**config.mk**
```make
export PLATFORM = sky130hd
export DESIGN_NAME = esc_config_bank
export DESIGN_NICKNAME = d
export VERILOG_FILES = /design/src/common/esc_pkg.sv /design/src/hw/esc_config_bank.sv
export VERILOG_INCLUDE_DIRS = /design/src /design/src/common
export SDC_FILE = /design/constraint.sdc
export NUM_CORES = 1
export LEC_CHECK = 0
export BUFFER_PORTS_ARGS = -buffer_cell sky130_fd_sc_hd__buf_2
export CORE_MARGIN = 4
export CORE_UTILIZATION = 30
export CTS_BUF_LIST = sky130_fd_sc_hd__clkbuf_4 sky130_fd_sc_hd__clkbuf_8 sky130_fd_sc_hd__clkbuf_16
export CTS_CLUSTER_SIZE = 14
export DETAILED_ROUTE_END_ITERATION = 10
export PLACE_DENSITY = 0.56
export SLEW_MARGIN = 20
export SYNTH_ARGS = -nofsm -noshare
export SYNTH_HDL_FRONTEND = slang
export SYNTH_SLANG_ARGS = --single-unit
```
**constraint.sdc**
```tcl
create_clock -name clock -period 5.7 [get_ports clock]
set_input_delay 1.14 -clock clock [delete_from_list [all_inputs] [get_ports clock]]
set_output_delay 1.14 -clock clock [all_outputs]
set_load 0.05 [all_outputs]
```
**src/common/esc_consts.svh**
```systemverilog
// Offsets, reset values, field positions and timing constants of the config bank
`ifndef ESC_CONSTS_SVH
`define ESC_CONSTS_SVH

// ----------------------------------------
// Word offsets
// ----------------------------------------
`define ESC_ADDR_SIG 4'h0
`define ESC_ADDR_VIDOPT 4'hA
`define ESC_ADDR_GLOBAL 4'hB
`define ESC_ADDR_RSVA 4'hC
`define ESC_ADDR_RSVB 4'hD
`define ESC_ADDR_LAST 4'hD
`define ESC_NUM_PORTS 6

// ----------------------------------------
// Reset values and writable masks
// ----------------------------------------
`define ESC_SIG_DEFAULT 16'hA5C3
`define ESC_PORT_RESET 16'h040F
`define ESC_VIDOPT_RESET 16'h5902
`define ESC_GLOBAL_RESET 16'h8000
`define ESC_RSV_VALUE 16'h0FA5
`define ESC_PORT_MASK 16'hFFFF
`define ESC_VIDOPT_MASK 16'h0200
`define ESC_GLOBAL_MASK 16'h80C0

// ----------------------------------------
// Field positions
// ----------------------------------------
`define ESC_B_XOVER 15
`define ESC_B_FIBER 14
`define ESC_B_PORT_DEFAULT_VLAN_ID_HI 13
`define ESC_B_PORT_DEFAULT_VLAN_ID_LO 10
`define ESC_B_PRIO_HI 9
`define ESC_B_PRIO_LO 8
`define ESC_B_PORTPRIO 7
`define ESC_B_TOSFIRST 6
`define ESC_B_DISABLE 5
`define ESC_B_TAG 4
`define ESC_B_DUPLEX 3
`define ESC_B_SPEED 2
`define ESC_B_ANEG 1
`define ESC_B_FLOW 0
`define ESC_B_VIDREPL 9
`define ESC_B_FEFDIS 15
`define ESC_B_TRUNK 7
`define ESC_B_IPGLVL 6

// ----------------------------------------
// Timing
// ----------------------------------------
`define ESC_IPG_SHORT 7'd92
`define ESC_IPG_STD 7'd96
`define ESC_STRAP_SETTLE 2'd3

`endif

```
**src/common/esc_pkg.sv**
```systemverilog
// Types shared by the switch configuration bank
package esc_pkg;

    typedef enum logic [2:0]
    {
        ST_STRAP = 3'b001,
        ST_FETCH = 3'b010,
        ST_DONE = 3'b100
    } esc_state_t;

    typedef struct packed
    {
        logic autoMdix;
        logic fiberMediaMode;
        logic [3:0] pvidLow;
        logic [1:0] portPrio;
        logic portPrioOnly;
        logic tosFirst;
        logic portDisable;
        logic egressTag;
        logic fullDuplex;
        logic speed100;
        logic autoNeg;
        logic flowCtl;
    } esc_port_cfg_t;

    typedef struct packed
    {
        logic valid;
        logic [2:0] port;
        logic hasVlan;
        logic [1:0] vlanPrio;
        logic hasTos;
        logic [1:0] tosPrio;
    } esc_prio_query_t;

endpackage

```
**src/hw/esc_config_bank.sv**
```systemverilog
// Switch configuration bank loaded from the serial configuration memory
`timescale 1ns/1ps
`include "esc_consts.svh"

module esc_config_bank
    import esc_pkg::*;
#(
    // Arbitrary neutral signature value
    parameter logic [15:0] SIGNATURE = `ESC_SIG_DEFAULT
)
(
    // Clock and reset
    input wire logic clock,
    input wire logic reset,
    // Reset straps (pins)
    input wire logic crossoverStrapPin,
    input wire logic portSevenFiberStrap,
    // Configuration memory word reader
    output logic eeReq,
    output logic [3:0] eeAddr,
    input wire logic eeValid,
    input wire logic [15:0] eeData,
    // Internal register programming
    input wire logic progWrEn,
    input wire logic [3:0] progAddr,
    input wire logic [15:0] progWrData,
    input wire logic [3:0] progRdAddr,
    output logic [15:0] progRdData,
    // Priority classification
    input wire logic tagMode,
    input wire esc_prio_query_t prioQuery,
    output logic prioValid,
    output logic [1:0] prioQueue,
    // Decoded configuration
    output esc_port_cfg_t [5:0] portCfg,
    output logic vidReplace,
    output logic farEndFaultDisable,
    output logic trunkEnable,
    output logic [6:0] ipgBitTimes,
    output logic loadDone,
    output logic signatureBad
);

    // ----------------------------------------
    // Functions
    // ----------------------------------------
    function automatic logic [3:0] portAddr(input int p);
        case (p)
            0: portAddr = 4'h1;
            1: portAddr = 4'h3;
            2: portAddr = 4'h5;
            3: portAddr = 4'h7;
            4: portAddr = 4'h8;
            default: portAddr = 4'h9;
        endcase
    endfunction

    function automatic logic [15:0] resetVal(input logic [3:0] a);
        if (a == `ESC_ADDR_VIDOPT)
            resetVal = `ESC_VIDOPT_RESET;
        else if (a == `ESC_ADDR_GLOBAL)
            resetVal = `ESC_GLOBAL_RESET;
        else
            resetVal = `ESC_PORT_RESET;
    endfunction

    function automatic logic [15:0] wrMask(input logic [3:0] a);
        if (a == `ESC_ADDR_VIDOPT)
            wrMask = `ESC_VIDOPT_MASK;
        else if (a == `ESC_ADDR_GLOBAL)
            wrMask = `ESC_GLOBAL_MASK;
        else
            wrMask = `ESC_PORT_MASK;
    endfunction

    // ----------------------------------------
    // Strap synchronisers and capture
    // ----------------------------------------
    logic [2:0] xoSync_q, xoSync_d, fxSync_q, fxSync_d;
    logic [1:0] strapCnt_q, strapCnt_d;
    logic xoStrap_q, xoStrap_d, fxStrap_q, fxStrap_d;
    logic strapsStable;

    assign strapsStable = (xoSync_q[1] == xoSync_q[2]) && (fxSync_q[1] == fxSync_q[2]);

    // ----------------------------------------
    // Loader and register state
    // ----------------------------------------
    esc_state_t state_q, state_d;
    logic [3:0] addr_q, addr_d;
    logic sigBad_q, sigBad_d;
    logic [15:0] words_q [1:11];
    logic [15:0] words_d [1:11];
    logic [15:0] rdData_q, rdData_d;
    logic [1:0] prio_q, prio_d;
    logic prioValid_q, prioValid_d;
    logic wrHit;
    logic [3:0] wrAddr;
    logic [15:0] wrData;
    logic [15:0] eff [1:11];

    always_comb
    begin
        xoSync_d = {xoSync_q[1:0], crossoverStrapPin};
        fxSync_d = {fxSync_q[1:0], portSevenFiberStrap};
        strapCnt_d = strapCnt_q;
        xoStrap_d = xoStrap_q;
        fxStrap_d = fxStrap_q;
        state_d = state_q;
        addr_d = addr_q;
        sigBad_d = sigBad_q;
        wrHit = 1'b0;
        wrAddr = progAddr;
        wrData = progWrData;
        eeReq = 1'b0;
        case (state_q)
            ST_STRAP:
            begin
                // Straps latch only once the pins have settled after release
                if (!strapsStable)
                    strapCnt_d = 2'd0;
                else if (strapCnt_q != `ESC_STRAP_SETTLE)
                    strapCnt_d = strapCnt_q + 2'd1;
                else
                begin
                    xoStrap_d = xoSync_q[2];
                    fxStrap_d = fxSync_q[2];
                    state_d = ST_FETCH;
                end
            end
            ST_FETCH:
            begin
                eeReq = 1'b1;
                if (eeValid)
                begin
                    if (addr_q == `ESC_ADDR_SIG && eeData != SIGNATURE)
                    begin
                        sigBad_d = 1'b1;
                        state_d = ST_DONE;
                    end
                    else
                    begin
                        if (addr_q != `ESC_ADDR_SIG && addr_q <= `ESC_ADDR_GLOBAL)
                        begin
                            wrHit = 1'b1;
                            wrAddr = addr_q;
                            wrData = eeData;
                        end
                        if (addr_q == `ESC_ADDR_LAST)
                            state_d = ST_DONE;
                        else
                            addr_d = addr_q + 4'd1;
                    end
                end
            end
            ST_DONE:
            begin
                // signature and reserved words refuse writes
                wrHit = progWrEn && progAddr != `ESC_ADDR_SIG
                    && progAddr <= `ESC_ADDR_GLOBAL;
            end
            default:
                state_d = ST_STRAP;
        endcase
        for (int i = 1; i <= 11; i++)
        begin
            if (wrHit && wrAddr == 4'(i))
                words_d[i] = (words_q[i] & ~wrMask(4'(i))) | (wrData & wrMask(4'(i)));
            else
                words_d[i] = words_q[i];
        end
    end

    always_comb
    begin
        for (int i = 1; i <= 11; i++)
            eff[i] = (state_q == ST_DONE) ? words_q[i] : resetVal(4'(i));
    end

    always_comb
    begin
        if (progRdAddr == `ESC_ADDR_SIG)
            rdData_d = SIGNATURE;
        else if (progRdAddr == `ESC_ADDR_RSVA || progRdAddr == `ESC_ADDR_RSVB)
            rdData_d = `ESC_RSV_VALUE;
        else if (progRdAddr <= `ESC_ADDR_GLOBAL)
            rdData_d = eff[progRdAddr];
        else
            rdData_d = 16'h0000;
    end

    // ----------------------------------------
    // Priority classification
    // ----------------------------------------
    esc_port_cfg_t qCfg;
    assign qCfg = portCfg[(prioQuery.port > 3'd5) ? 3'd5 : prioQuery.port];

    always_comb
    begin
        prioValid_d = prioQuery.valid;
        prio_d = qCfg.portPrio;
        if (qCfg.portPrioOnly || !tagMode)
            prio_d = qCfg.portPrio;
        else if (qCfg.tosFirst && prioQuery.hasTos)
            prio_d = prioQuery.tosPrio;
        // Only reached in tag mode
        else if (prioQuery.hasVlan)
            prio_d = prioQuery.vlanPrio;
        else if (prioQuery.hasTos)
            prio_d = prioQuery.tosPrio;
        else
            prio_d = qCfg.portPrio;
    end

    always_ff @(posedge clock or posedge reset)
    begin
        if (reset)
        begin
            xoSync_q <= 3'h0;
            fxSync_q <= 3'h0;
            strapCnt_q <= 2'h0;
            xoStrap_q <= 1'b0;
            fxStrap_q <= 1'b0;
            state_q <= ST_STRAP;
            addr_q <= 4'h0;
            sigBad_q <= 1'b0;
            rdData_q <= 16'h0000;
            prio_q <= 2'h0;
            prioValid_q <= 1'b0;
            for (int i = 1; i <= 11; i++)
                words_q[i] <= resetVal(4'(i));
        end
        else
        begin
            xoSync_q <= xoSync_d;
            fxSync_q <= fxSync_d;
            strapCnt_q <= strapCnt_d;
            xoStrap_q <= xoStrap_d;
            fxStrap_q <= fxStrap_d;
            state_q <= state_d;
            addr_q <= addr_d;
            sigBad_q <= sigBad_d;
            rdData_q <= rdData_d;
            prio_q <= prio_d;
            prioValid_q <= prioValid_d;
            for (int i = 1; i <= 11; i++)
                words_q[i] <= words_d[i];
        end
    end

    // ----------------------------------------
    // Decoded outputs
    // ----------------------------------------
    generate
        for (genvar p = 0; p < `ESC_NUM_PORTS; p++)
        begin : g_port
            logic [15:0] w;
            assign w = eff[portAddr(p)];
            assign portCfg[p].autoMdix = xoStrap_q | w[`ESC_B_XOVER];
            if (p == `ESC_NUM_PORTS - 1)
            begin : g_fx
                assign portCfg[p].fiberMediaMode = fxStrap_q | w[`ESC_B_FIBER];
            end
            else
            begin : g_tp
                assign portCfg[p].fiberMediaMode = w[`ESC_B_FIBER];
            end
            assign portCfg[p].pvidLow = w[`ESC_B_PORT_DEFAULT_VLAN_ID_HI:`ESC_B_PORT_DEFAULT_VLAN_ID_LO];
            assign portCfg[p].portPrio = w[`ESC_B_PRIO_HI:`ESC_B_PRIO_LO];
            assign portCfg[p].portPrioOnly = w[`ESC_B_PORTPRIO];
            assign portCfg[p].tosFirst = w[`ESC_B_TOSFIRST];
            assign portCfg[p].portDisable = w[`ESC_B_DISABLE];
            assign portCfg[p].egressTag = w[`ESC_B_TAG];
            assign portCfg[p].fullDuplex = w[`ESC_B_DUPLEX];
            assign portCfg[p].speed100 = w[`ESC_B_SPEED];
            assign portCfg[p].autoNeg = w[`ESC_B_ANEG];
            assign portCfg[p].flowCtl = w[`ESC_B_FLOW];
        end
    endgenerate

    assign vidReplace = eff[`ESC_ADDR_VIDOPT][`ESC_B_VIDREPL];
    assign farEndFaultDisable = eff[`ESC_ADDR_GLOBAL][`ESC_B_FEFDIS];
    assign trunkEnable = eff[`ESC_ADDR_GLOBAL][`ESC_B_TRUNK];
    assign ipgBitTimes = eff[`ESC_ADDR_GLOBAL][`ESC_B_IPGLVL] ? `ESC_IPG_SHORT : `ESC_IPG_STD;
    assign eeAddr = addr_q;
    assign progRdData = rdData_q;
    assign prioQueue = prio_q;
    assign prioValid = prioValid_q;
    assign loadDone = (state_q == ST_DONE);
    assign signatureBad = sigBad_q;

    // ----------------------------------------
    // Assertions
    // ----------------------------------------
    a_sig_readonly: assert property (@(posedge clock) disable iff (reset)
        progWrEn && progAddr == `ESC_ADDR_SIG ##1 progRdAddr == `ESC_ADDR_SIG
        |=> progRdData == SIGNATURE)
        else $error("signature word changed");
    a_sig_mismatch: assert property (@(posedge clock) disable iff (reset)
        state_q == ST_FETCH && eeValid && addr_q == `ESC_ADDR_SIG && eeData != SIGNATURE
        |=> loadDone && signatureBad && portCfg[0].pvidLow == 4'h1 && !eeReq)
        else $error("mismatch did not abandon load");
    a_load_order: assert property (@(posedge clock) disable iff (reset)
        eeReq && eeValid && !$rose(eeReq) && eeAddr != `ESC_ADDR_LAST && !signatureBad
        ##1 eeReq |-> eeAddr == $past(eeAddr) + 4'd1)
        else $error("words not loaded in order");
    a_hold_default: assert property (@(posedge clock) disable iff (reset)
        !loadDone |-> farEndFaultDisable && portCfg[2].speed100 && !trunkEnable)
        else $error("register left default before load end");
    a_xover_strap: assert property (@(posedge clock) disable iff (reset)
        xoStrap_q |-> portCfg[1].autoMdix && portCfg[4].autoMdix)
        else $error("strap crossover not applied");
    a_fiber_strap: assert property (@(posedge clock) disable iff (reset)
        fxStrap_q |-> portCfg[5].fiberMediaMode)
        else $error("fiber strap not applied");
    a_rsvd_fixed: assert property (@(posedge clock) disable iff (reset)
        progRdAddr == `ESC_ADDR_RSVB |=> progRdData == `ESC_RSV_VALUE)
        else $error("reserved word value wrong");
    a_rsvd_bits: assert property (@(posedge clock) disable iff (reset)
        progRdAddr == `ESC_ADDR_GLOBAL |=> (progRdData & ~`ESC_GLOBAL_MASK) == 16'h0000)
        else $error("reserved bits changed");
    a_port_prio: assert property (@(posedge clock) disable iff (reset)
        prioQuery.valid && qCfg.portPrioOnly |=> prioValid && prioQueue == $past(qCfg.portPrio))
        else $error("port priority not used");
    a_ipg_gap: assert property (@(posedge clock) disable iff (reset)
        loadDone && words_q[`ESC_ADDR_GLOBAL][`ESC_B_IPGLVL] |-> ipgBitTimes == `ESC_IPG_SHORT)
        else $error("gap length wrong");
    c_load_good: cover property (@(posedge clock) disable iff (reset)
        $rose(loadDone) && !signatureBad);
    c_load_bad: cover property (@(posedge clock) disable iff (reset)
        $rose(loadDone) && signatureBad);
    c_prog_write: cover property (@(posedge clock) disable iff (reset)
        loadDone && progWrEn && progAddr == `ESC_ADDR_GLOBAL);
    c_tos_first: cover property (@(posedge clock) disable iff (reset)
        prioQuery.valid && qCfg.tosFirst && prioQuery.hasTos && prioQuery.hasVlan);

endmodule

```
==> results of run 1 <==
[worst min path at each step]
stage | start | endpoint | slack (ns) | cells after the start
after floorplan | fxSync_q[0]$_DFF_PP0_ | fxSync_q[1]$_DFF_PP0_ | 0.33 | 0
after global placement | fxSync_q[0]$_DFF_PP0_ | fxSync_q[1]$_DFF_PP0_ | 0.34 | 0
after detailed placement | fxSync_q[0]$_DFF_PP0_ | fxSync_q[1]$_DFF_PP0_ | 0.34 | 0
after CTS | fxSync_q[0]$_DFF_PP0_ | fxSync_q[1]$_DFF_PP0_ | 0.35 | 0
after global routing | fxSync_q[0]$_DFF_PP0_ | fxSync_q[1]$_DFF_PP0_ | 0.36 | 0
final | fxSync_q[0]$_DFF_PP0_ | fxSync_q[1]$_DFF_PP0_ | 0.35 | 0
[sequential cells by signal, indices dropped and copies added, names as in the netlist]
register	count
eeAddr	4
fxStrap_q	1
fxSync_q	3
prioQueue	2
prioValid	1
progRdData	16
signatureBad	1
state_q	3
strapCnt_q	2
words_q	148
xoStrap_q	1
xoSync_q	3
[logic make-up after synthesis]
kind of cell / synth area share
flip-flops: 0.4781
AO/OA/AOI/OAI: 0.08218
XOR/XNOR: 0.004467
multiplexers: 0.2708
buffers and inverters: 0.03407
adder cells (fa/ha/maj): 0.005104
AND/OR/NAND/NOR: 0.1245
other: 0.0007659
[cells in the final DEF, fill, tap and decap left out, types with 3 or more instances in the layout]
master | Yosys | routed
sky130_fd_sc_hd__nor2b_1 | 6 | 6
sky130_fd_sc_hd__o21ai_0 | 31 | 31
sky130_fd_sc_hd__a21oi_1 | 25 | 25
sky130_fd_sc_hd__nand3_1 | 12 | 12
sky130_fd_sc_hd__clkinv_4 | 0 | 5
sky130_fd_sc_hd__mux2i_1 | 20 | 20
sky130_fd_sc_hd__mux4_2 | 20 | 20
sky130_fd_sc_hd__mux2_2 | 175 | 175
sky130_fd_sc_hd__nand3_2 | 5 | 5
sky130_fd_sc_hd__and2_1 | 62 | 62
sky130_fd_sc_hd__a211oi_1 | 3 | 3
sky130_fd_sc_hd__and3_1 | 3 | 3
sky130_fd_sc_hd__a22oi_1 | 5 | 5
sky130_fd_sc_hd__o211ai_1 | 4 | 4
sky130_fd_sc_hd__a221oi_1 | 7 | 7
sky130_fd_sc_hd__mux2_1 | 3 | 3
sky130_fd_sc_hd__ha_1 | 4 | 4
sky130_fd_sc_hd__clkbuf_16 | 0 | 17
sky130_fd_sc_hd__inv_1 | 8 | 7
sky130_fd_sc_hd__a21o_1 | 8 | 8
sky130_fd_sc_hd__nor2_1 | 19 | 19
sky130_fd_sc_hd__dfrtp_1 | 138 | 138
sky130_fd_sc_hd__nor3_1 | 7 | 7
sky130_fd_sc_hd__nand2_1 | 37 | 37
sky130_fd_sc_hd__a31oi_1 | 4 | 4
sky130_fd_sc_hd__nand2b_1 | 39 | 39
sky130_fd_sc_hd__inv_8 | 0 | 3
sky130_fd_sc_hd__buf_4 | 8 | 7
sky130_fd_sc_hd__xnor2_1 | 3 | 3
sky130_fd_sc_hd__o21a_1 | 4 | 4
sky130_fd_sc_hd__conb_1 | 2 | 3
sky130_fd_sc_hd__o22a_1 | 3 | 3
sky130_fd_sc_hd__o22ai_1 | 6 | 6
sky130_fd_sc_hd__dfstp_2 | 47 | 47
sky130_fd_sc_hd__a22o_1 | 3 | 3
sky130_fd_sc_hd__buf_2 | 6 | 185
[layout make-up]
| type | instances | area, µm² |
|---|---|---|
| clock inverter | 13 | 132.6 |
| sequential | 185 | 4688 |
| clock buffer | 19 | 452.9 |
| inverter | 9 | 38.79 |
| fill | 3251 | 20180 |
| timing repair buffer | 195 | 1046 |
| multi-input combinational | 560 | 4793 |
| tap | 435 | 544.3 |
[power breakdown]
part           switching [mW]  total, mW  internal (mW)
Clock                   0.564       1.17          0.604
Sequential             0.0133       1.35           1.33
Combinational           0.182      0.257         0.0744
Total                   0.760       2.77           2.01
[metrics by stage]
| stage | setup slack [ns] | hold WS, ns | power, mW | area [µm²] | util |
|---|---|---|---|---|---|
| 2_1_floorplan | 2.158 | 0.3312 | 1.538 | 9813 | - |
| 3_3_place_gp | 1.699 | 0.3364 | 1.629 | 11080 | 0.3476 |
| 3_5_place_dp | 1.622 | 0.3371 | 1.629 | 11080 | 0.3476 |
| 4_1_cts | 1.532 | 0.3530 | 2.802 | 11670 | 0.3660 |
| 5_1_grt | 1.375 | 0.3611 | 2.884 | 11700 | 0.3669 |
| 6_report | 1.598 | 0.3499 | 2.772 | 11700 | 0.3669 |
[critical path, stage by stage, from the launching register on]
cell                       delay [ns]
sky130_fd_sc_hd__dfstp_2         0.58
sky130_fd_sc_hd__or3b_1          0.12
sky130_fd_sc_hd__buf_4           0.36
sky130_fd_sc_hd__clkinv_2        0.57
sky130_fd_sc_hd__buf_12          0.42
sky130_fd_sc_hd__a21o_1          0.25
sky130_fd_sc_hd__buf_2           0.22
[metal layers]
metal | GRT usage | vias up | wire length (µm)
met5 | 0 | - | 0
met4 | 0.03447 | 0 | 286
met1 | 0.2387 | 3650 | 14110
met3 | 0.03872 | 17 | 1500
met2 | 0.2739 | 198 | 14460
li1 | - | 3237 | -
==> impl_metrics.ini, run 1 <==
[routing]
detailroute.via_count = 7102
final_routed_wirelength_um = 30360
avgViaCountPerCell = 5.016
routedWlPerCell_um = 21.44
remaining_drc_errors = 0
drt_pass1_iterations = 5
detail_route.iter0.violations = 423
antenna_violating_nets_post_route = 0

[worst_hold_path]
min-delay-path-class = reg -> reg

[place]
post-dp-hpwl_um = 20760
post_placement_cell_count = 1383
buffer_ports.inserted = 185
routabilityCongestion = 0.7780

[timing]
unrepaired_setup_endpoints_after_global_routing = false
post-route-period-util = 0.7197
period_needed_ns = 4.102
worst_pin_slew_ns = 1.158
max-slew-margin-rel = 0.2277
setup-tns-final_ns = 0
finalHoldViolations = 0
clock.fmax_mhz = 243.8
max_clock_skew_ns = 0.008928
finalMaxSlewViolations = 0
final_report_setup_violation_count = 0

[synthesis]
synth-seq-area-share = 0.4781
postSynthRegisterBits = 185
post_synthesis_instance_area_um2 = 9806
yosysWarnings = 0
synth_top_area_frac = 0.3522
syn_avg_cell_area_um2 = 12.06
yosys.area.top_type = sky130_fd_sc_hd__dfrtp_1
synthMostInstantiatedCell = sky130_fd_sc_hd__mux2_2
instance_count_of_the_mapped_netlist = 813
synthArstFlopShare = 1.000
ys_types = 64
synth_enable_flop_cells = 0
most_used_standard_cells_in_the_synthesized_netlist = sky130_fd_sc_hd__mux2_2 (175), sky130_fd_sc_hd__dfrtp_1 (138), sky130_fd_sc_hd__and2_1 (62)
synth_flop_cell = sky130_fd_sc_hd__dfrtp_1
netlist_top_cells_area = sky130_fd_sc_hd__dfrtp_1 (35%), sky130_fd_sc_hd__mux2_2 (20%), sky130_fd_sc_hd__dfstp_2 (13%)

[clock_tree]
numCtsBuffers = 17
clock_input_transition_at_the_sequential_cells_of_the_worst_setup_and_hold_paths_ns = 0.07
clkSinkCount = 185
count_of_cells_resized_by_post_cts_repair = 0
tritoncts = yes
insertion_delay_ns = 0.43
root_buffer = sky130_fd_sc_hd__clkbuf_16
ctsHoldBuffers = 0
cts_max_path_buffers = 2
cts_setup_buffers = 0
htree_levels = 4

[critical_path]
critPathKind = reg -> out
startpoint_type = register
timing.critical_path.arrival_ns = 2.96
worstSetupEndpoint = portCfg[15]
crit-reg2reg-launch = eeAddr[0]$_DFFE_PP0P_
regToRegSetupSlack_ns = 2.05
worstPathMaxFanout = 76
reg2reg_depth = 7
worstPathRequired_ns = 4.56
crit_start = state_q[0]$_DFFE_PP1P_
worstReg2RegEnd = words_q[56]$_DFFE_PP0P_
worstSetupEndpointType = output port

[global_routing]
grt_pass1_vias = 7445
grt_max_degree = 186
grt_usage = 0.1707
global_route_wire_length_before_repair_um = 46650
antenna_found_initial = 0
global_route.overflow_total = 0

[layout]
antennaDiodeCount = 0
finalNetCount = 1029
layout-area-overhead-vs-synth_pct = 19.28
final_layout_size_suffix_gt1_frac = 0.4975
final_cell_count_no_fill = 1416

[power]
p_leak_nw = 5.546
peakVddDrop_mv = 0.1946
power_density_relative_to_cell_area_nw_per_um2 = 237.0

[flow_run]
maxCapViolations = 0

[floorplanning]
floorplan.die.width_um = 188.8
dieArea_um2 = 35640
core_area_um2 = 31880
floorplan_die_height_um = 188.8
rows = 65
design.portCount = 189
starting_density_of_the_core = 0.3076

[outcome]
run_status = complete, no violations
No activity file was read; power rests on OpenSTA's default activity.
==> run 2: changes to the inputs <==
Clock period 5.7 ns to 3.5 ns, I/O delays scaled along.
==> impl_metrics.ini, run 2 (synthesis gave the netlist of run 1 again) <==
[timing]
max_clock_skew_ns = 0.01449
post-route-period-util = 0.9330
worst_pin_slew_ns = 0.9501
layout_setup_ws_ns = 0.2346
finalMaxSlewViolations = 0
setup-tns-final_ns = 0
unrepaired_setup_endpoints_after_global_routing = false
finalHoldViolations = 0
max-slew-margin-rel = 0.3666
clock.fmax_mhz = 306.2
final_report_setup_violation_count = 0
period_needed_ns = 3.265
post_route_worst_hold_slack_ns = 0.3518

[routing]
drt_pass1_iterations = 5
detailroute.via_count = 7175
final_routed_wirelength_um = 30760
routedWlPerCell_um = 21.38
detail_route.iter0.violations = 426
remaining_drc_errors = 0
avgViaCountPerCell = 4.986
antenna_violating_nets_post_route = 0

[critical_path]
timing.critical_path.arrival_ns = 2.57
crit_path_cell_trace = or3b_1, clkinv_2, buf_4, and2_1, inv_1, buf_2
startpoint_type = register
critical-path-max-stage-delay_ns = 0.59
worstPathRequired_ns = 2.80
timing.critical_path.slowest_stage_cell = sky130_fd_sc_hd__dfstp_2
reg2reg_depth = 8
critPathKind = reg -> out
worstSetupEndpointType = output port
worstPathMaxFanout = 28

[global_routing]
grt_usage = 0.1734
antenna_found_initial = 1
grt_pass1_vias = 7602
grt_max_degree = 54
global_route.overflow_total = 0
global_route_wire_length_before_repair_um = 47550

[place]
post-dp-hpwl_um = 22110
routabilityCongestion = 0.8060
place_worst_setup_slack_ns = 0.6154
buffer_ports.inserted = 185

[power]
intPower_mw = 3.269
p_clk_frac = 0.416
power.sequential.fraction = 0.488
total_power_mw = 4.495
peakVddDrop_mv = 0.3344
pwr-share-comb = 0.096
p_leak_nw = 5.669
switching_share = 0.2728
power_density_relative_to_cell_area_nw_per_um2 = 378.3
switching_power_mw = 1.226

[clock_tree]
count_of_cells_resized_by_post_cts_repair = 0
insertion_delay_ns = 0.44
cts_setup_buffers = 0
clkSinkCount = 185
clock_input_transition_at_the_sequential_cells_of_the_worst_setup_and_hold_paths_ns = 0.07
tritoncts = yes
cts_max_path_buffers = 2
ctsHoldBuffers = 0
htree_levels = 4
numCtsBuffers = 17
root_buffer = sky130_fd_sc_hd__clkbuf_16

[worst_hold_path]
min-delay-path-class = reg -> reg
worst_hold_path.num_cells = 0

[floorplanning]
floorplan.die.width_um = 188.8
rows = 65
floorplan_die_height_um = 188.8
core_area_um2 = 31880
starting_density_of_the_core = 0.3076
dieArea_um2 = 35640
design.portCount = 189

[layout]
final_core_utilization = 0.3727
top_register = words_q
finalNetCount = 1052
most-common-layout-cells = sky130_fd_sc_hd__buf_2 (182), sky130_fd_sc_hd__mux2_2 (175), sky130_fd_sc_hd__dfrtp_1 (138), sky130_fd_sc_hd__and2_1 (62), sky130_fd_sc_hd__dfstp_2 (47)
antennaDiodeCount = 0
footprint_of_the_multi_input_gates_um2 = 4793
mostFrequentLayoutCell = sky130_fd_sc_hd__buf_2
layout-area-overhead-vs-synth_pct = 21.17
largest_reg_flops = 148
layout.filler_cells = 3226
ff_latch_area_um2 = 4688
final_layout_size_suffix_gt1_frac = 0.5090

[flow_run]
maxCapViolations = 0

[outcome]
run_status = complete, no violations
==> run 2: changes by cell type in the layout (fill, tap and decap cells not counted) <==
cell                       change
sky130_fd_sc_hd__buf_16        -1
sky130_fd_sc_hd__buf_12        +4
sky130_fd_sc_hd__clkbuf_4      +2
sky130_fd_sc_hd__inv_6         +2
sky130_fd_sc_hd__inv_8         -1
sky130_fd_sc_hd__clkbuf_8      -1
sky130_fd_sc_hd__clkinv_8      -2
sky130_fd_sc_hd__buf_2         -3
sky130_fd_sc_hd__buf_4        +23
==> run 2: metrics by stage <==
stage	cell area, µm²	std cells
2_1_floorplan	9813	814
3_3_place_gp	11320	1407
3_5_place_dp	11320	1407
4_1_cts	11880	1439
5_1_grt	11880	1439
6_report	11880	1439
==> run 2: area by class of cell <==
type	instances	area share
clock buffer	20	0.03823
tap	435	0.04581
multi-input combinational	560	0.4034
sequential	185	0.3946
timing repair buffer	218	0.1057
clock inverter	12	0.008951
inverter	9	0.003265
==> run 2: metal layers <==
layer	routed length, µm	part of all wire	GRT usage	vias to the layer above
li1	-	-	-	3290
met1	14500	0.47	0.2413	3671
met2	14330	0.47	0.2815	190
met3	1513	0.049	0.03501	24
met4	414	0.013	0.03756	0
met5	0	0	0	-
==> run 2: worst paths after layout <==
kind / start / end / slack, ns
worst max-delay path: state_q[0]$_DFFE_PP1P_ / ipgBitTimes[5] / 0.23
worst min-delay path: fxSync_q[0]$_DFF_PP0_ / fxSync_q[1]$_DFF_PP0_ / 0.35
worst max register to register: eeAddr[0]$_DFFE_PP0P_ / words_q[73]$_DFFE_PP0P_ / 0.59
worst min register to register: fxSync_q[0]$_DFF_PP0_ / fxSync_q[1]$_DFF_PP0_ / 0.35
max in group asynchronous: reset / words_q[160]$_DFFE_PP1P_ / 2.16
min in group asynchronous: reset / words_q[109]$_DFFE_PP0P_ / 0.45
==> run 2: critical path: cells and delay by family, from the launching register on <==
kind	cells	cell delay [ns]
buffers and inverters	4	1.03
flip-flops	1	0.59
AND/OR/NAND/NOR	2	0.51
==> run 2: power by group through the flow <==
stage / registers, mW / logic [mW] / clock network (mW)
floorplan: 2.27 / 0.236 / 0
global placement: 2.23 / 0.433 / 0
detailed placement: 2.23 / 0.435 / 0
CTS: 2.20 / 0.436 / 1.91
global route: 2.20 / 0.465 / 1.99
finish: 2.19 / 0.430 / 1.87
==> run 3: changes to the inputs <==
Settings changed: SETUP_SLACK_MARGIN from default to 0.3.
==> impl_metrics.ini, run 3 (synthesis gave the netlist of run 1 again) <==
[timing]
final_report_setup_violation_count = 0
max_clock_skew_ns = 0.01448
setup-tns-final_ns = 0
post-route-period-util = 0.8670
unrepaired_setup_endpoints_after_global_routing = false
clock.fmax_mhz = 329.6
finalHoldViolations = 0
worst_pin_slew_ns = 0.9509
period_needed_ns = 3.034
finalMaxSlewViolations = 0
max-slew-margin-rel = 0.3660

[power]
switching_power_mw = 1.228
intPower_mw = 3.269
switching_share = 0.2730
p_leak_nw = 5.670
power.sequential.fraction = 0.488
p_clk_frac = 0.416
power_density_relative_to_cell_area_nw_per_um2 = 378.2
pwr-share-comb = 0.096
peakVddDrop_mv = 0.3346

[floorplanning]
design.portCount = 189
floorplan_die_height_um = 188.8
floorplan.die.width_um = 188.8
core_area_um2 = 31880
rows = 65
starting_density_of_the_core = 0.3076
dieArea_um2 = 35640

[routing]
routedWlPerCell_um = 21.38
remaining_drc_errors = 0
drt_pass1_iterations = 4
detail_route.iter0.violations = 423
avgViaCountPerCell = 4.994
final_routed_wirelength_um = 30760
detailroute.via_count = 7186
antenna_violating_nets_post_route = 0

[critical_path]
crit_start = state_q[2]$_DFFE_PP0P_
worstPathRequired_ns = 2.80
critPathKind = reg -> out
startpoint_type = register
worstSetupEndpointType = output port
critical-path-max-stage-delay_ns = 0.48
timing.critical_path.arrival_ns = 2.33
worstReg2RegEnd = words_q[73]$_DFFE_PP0P_
crit-reg2reg-launch = eeAddr[0]$_DFFE_PP0P_
regToRegSetupSlack_ns = 0.59
worstPathMaxFanout = 28
reg2reg_depth = 8
path_depth = 5
worstSetupEndpoint = portCfg[78]
critical_path.top_delay_family = buffers and inverters
cp_num_buf_inv = 3
timing.critical_path.slowest_stage_cell = sky130_fd_sc_hd__or3b_4
crit_path_cell_trace = or3b_4, clkinv_4, buf_4, and2_1, buf_2

[place]
buffer_ports.inserted = 185
routabilityCongestion = 0.8060
post-dp-hpwl_um = 22110

[clock_tree]
numCtsBuffers = 17
clkSinkCount = 185
clock_input_transition_at_the_sequential_cells_of_the_worst_setup_and_hold_paths_ns = 0.07
insertion_delay_ns = 0.44
cts_setup_buffers = 0
htree_levels = 4
tritoncts = yes
root_buffer = sky130_fd_sc_hd__clkbuf_16
cts_max_path_buffers = 2
ctsHoldBuffers = 0

[layout]
finalNetCount = 1052
top_register = words_q
largest_reg_flops = 148
antennaDiodeCount = 0
final_core_utilization = 0.3729
most-common-layout-cells = sky130_fd_sc_hd__buf_2 (182), sky130_fd_sc_hd__mux2_2 (175), sky130_fd_sc_hd__dfrtp_1 (138), sky130_fd_sc_hd__and2_1 (62), sky130_fd_sc_hd__dfstp_2 (47)
mostFrequentLayoutCell = sky130_fd_sc_hd__buf_2
layout-area-overhead-vs-synth_pct = 21.23
final_layout_size_suffix_gt1_frac = 0.5100

[worst_hold_path]
min-delay-path-class = reg -> reg
worst_hold_path.num_cells = 0

[global_routing]
antenna_found_initial = 1
global_route.overflow_total = 0
grt_max_degree = 54
global_route_wire_length_before_repair_um = 47550
grt_usage = 0.1734
grt_pass1_vias = 7602

[outcome]
run_status = complete, no violations

[flow_run]
maxCapViolations = 0
## run 3: changes by cell type in the layout (fill, tap and decap cells not counted)
cell,previous run,this run
sky130_fd_sc_hd__or3b_1,1,0
sky130_fd_sc_hd__or3b_4,0,1
sky130_fd_sc_hd__clkinv_2,2,1
sky130_fd_sc_hd__clkinv_4,5,6
## run 3: power groups by stage
stage | clock, mW | combinational (mW) | sequential [mW]
6_report | 1.87 | 0.430 | 2.19
5_1_grt | 1.99 | 0.465 | 2.20
4_1_cts | 1.91 | 0.436 | 2.20
3_5_place_dp | 0 | 0.435 | 2.23
3_3_place_gp | 0 | 0.433 | 2.23
2_1_floorplan | 0 | 0.236 | 2.27
## run 3: stage by stage
step | power, mW | hold slack, ns | area [µm²] | setup WS (ns) | std cells
after floorplan | 2.505 | 0.3312 | 9813 | 0.3978 | 814
after global placement | 2.668 | 0.3358 | 11320 | 0.6472 | 1407
after detailed placement | 2.669 | 0.3396 | 11320 | 0.6154 | 1407
after CTS | 4.542 | 0.3552 | 11890 | 0.3127 | 1439
after global routing | 4.657 | 0.3665 | 11890 | 0.3295 | 1439
final | 4.496 | 0.3518 | 11890 | 0.4657 | 1439
## run 3: worst register-to-register path: stages, from the launching register on
cell	delay (ns)
sky130_fd_sc_hd__dfrtp_1	0.49
sky130_fd_sc_hd__inv_1	0.12
sky130_fd_sc_hd__ha_1	0.15
sky130_fd_sc_hd__or3b_2	0.52
sky130_fd_sc_hd__nand3_2	0.34
sky130_fd_sc_hd__a21oi_1	0.13
sky130_fd_sc_hd__a2111oi_4	0.29
sky130_fd_sc_hd__buf_4	0.36
sky130_fd_sc_hd__mux2_2	0.39
## run 3: layout make-up
type	instances	area [µm²]
Sequential cell	185	4688
Timing Repair Buffer	218	1256
Multi-Input combinational cell	560	4796
Inverter	9	42.54
Fill cell	3225	19990
Clock inverter	12	106.4
Tap cell	435	544.3
Clock buffer	20	454.2
## run 3: what timing repair did
action | CTS | global route
endpoints found under the setup margin | 67 | 41
hold endpoints to repair | 0 | 0
resized for setup | 1 | 1
## run 3: worst min path at each step
stage                               start                     to  slack [ns]
floorplan           fxSync_q[0]$_DFF_PP0_  fxSync_q[1]$_DFF_PP0_        0.33
global placement    fxSync_q[0]$_DFF_PP0_  fxSync_q[1]$_DFF_PP0_        0.34
detailed placement  fxSync_q[0]$_DFF_PP0_  fxSync_q[1]$_DFF_PP0_        0.34
CTS                 fxSync_q[0]$_DFF_PP0_  fxSync_q[1]$_DFF_PP0_        0.36
global route        xoSync_q[0]$_DFF_PP0_  xoSync_q[1]$_DFF_PP0_        0.37
finish              fxSync_q[0]$_DFF_PP0_  fxSync_q[1]$_DFF_PP0_        0.35
## run 3: routing by layer
metal  vias to the layer above  part of all wire  track usage
met2                       195              0.47       0.2815
met4                         0             0.013      0.03756
li1                       3292                 -            -
met3                        24             0.046      0.03501
met1                      3675              0.48       0.2413
met5                         -                 0            0
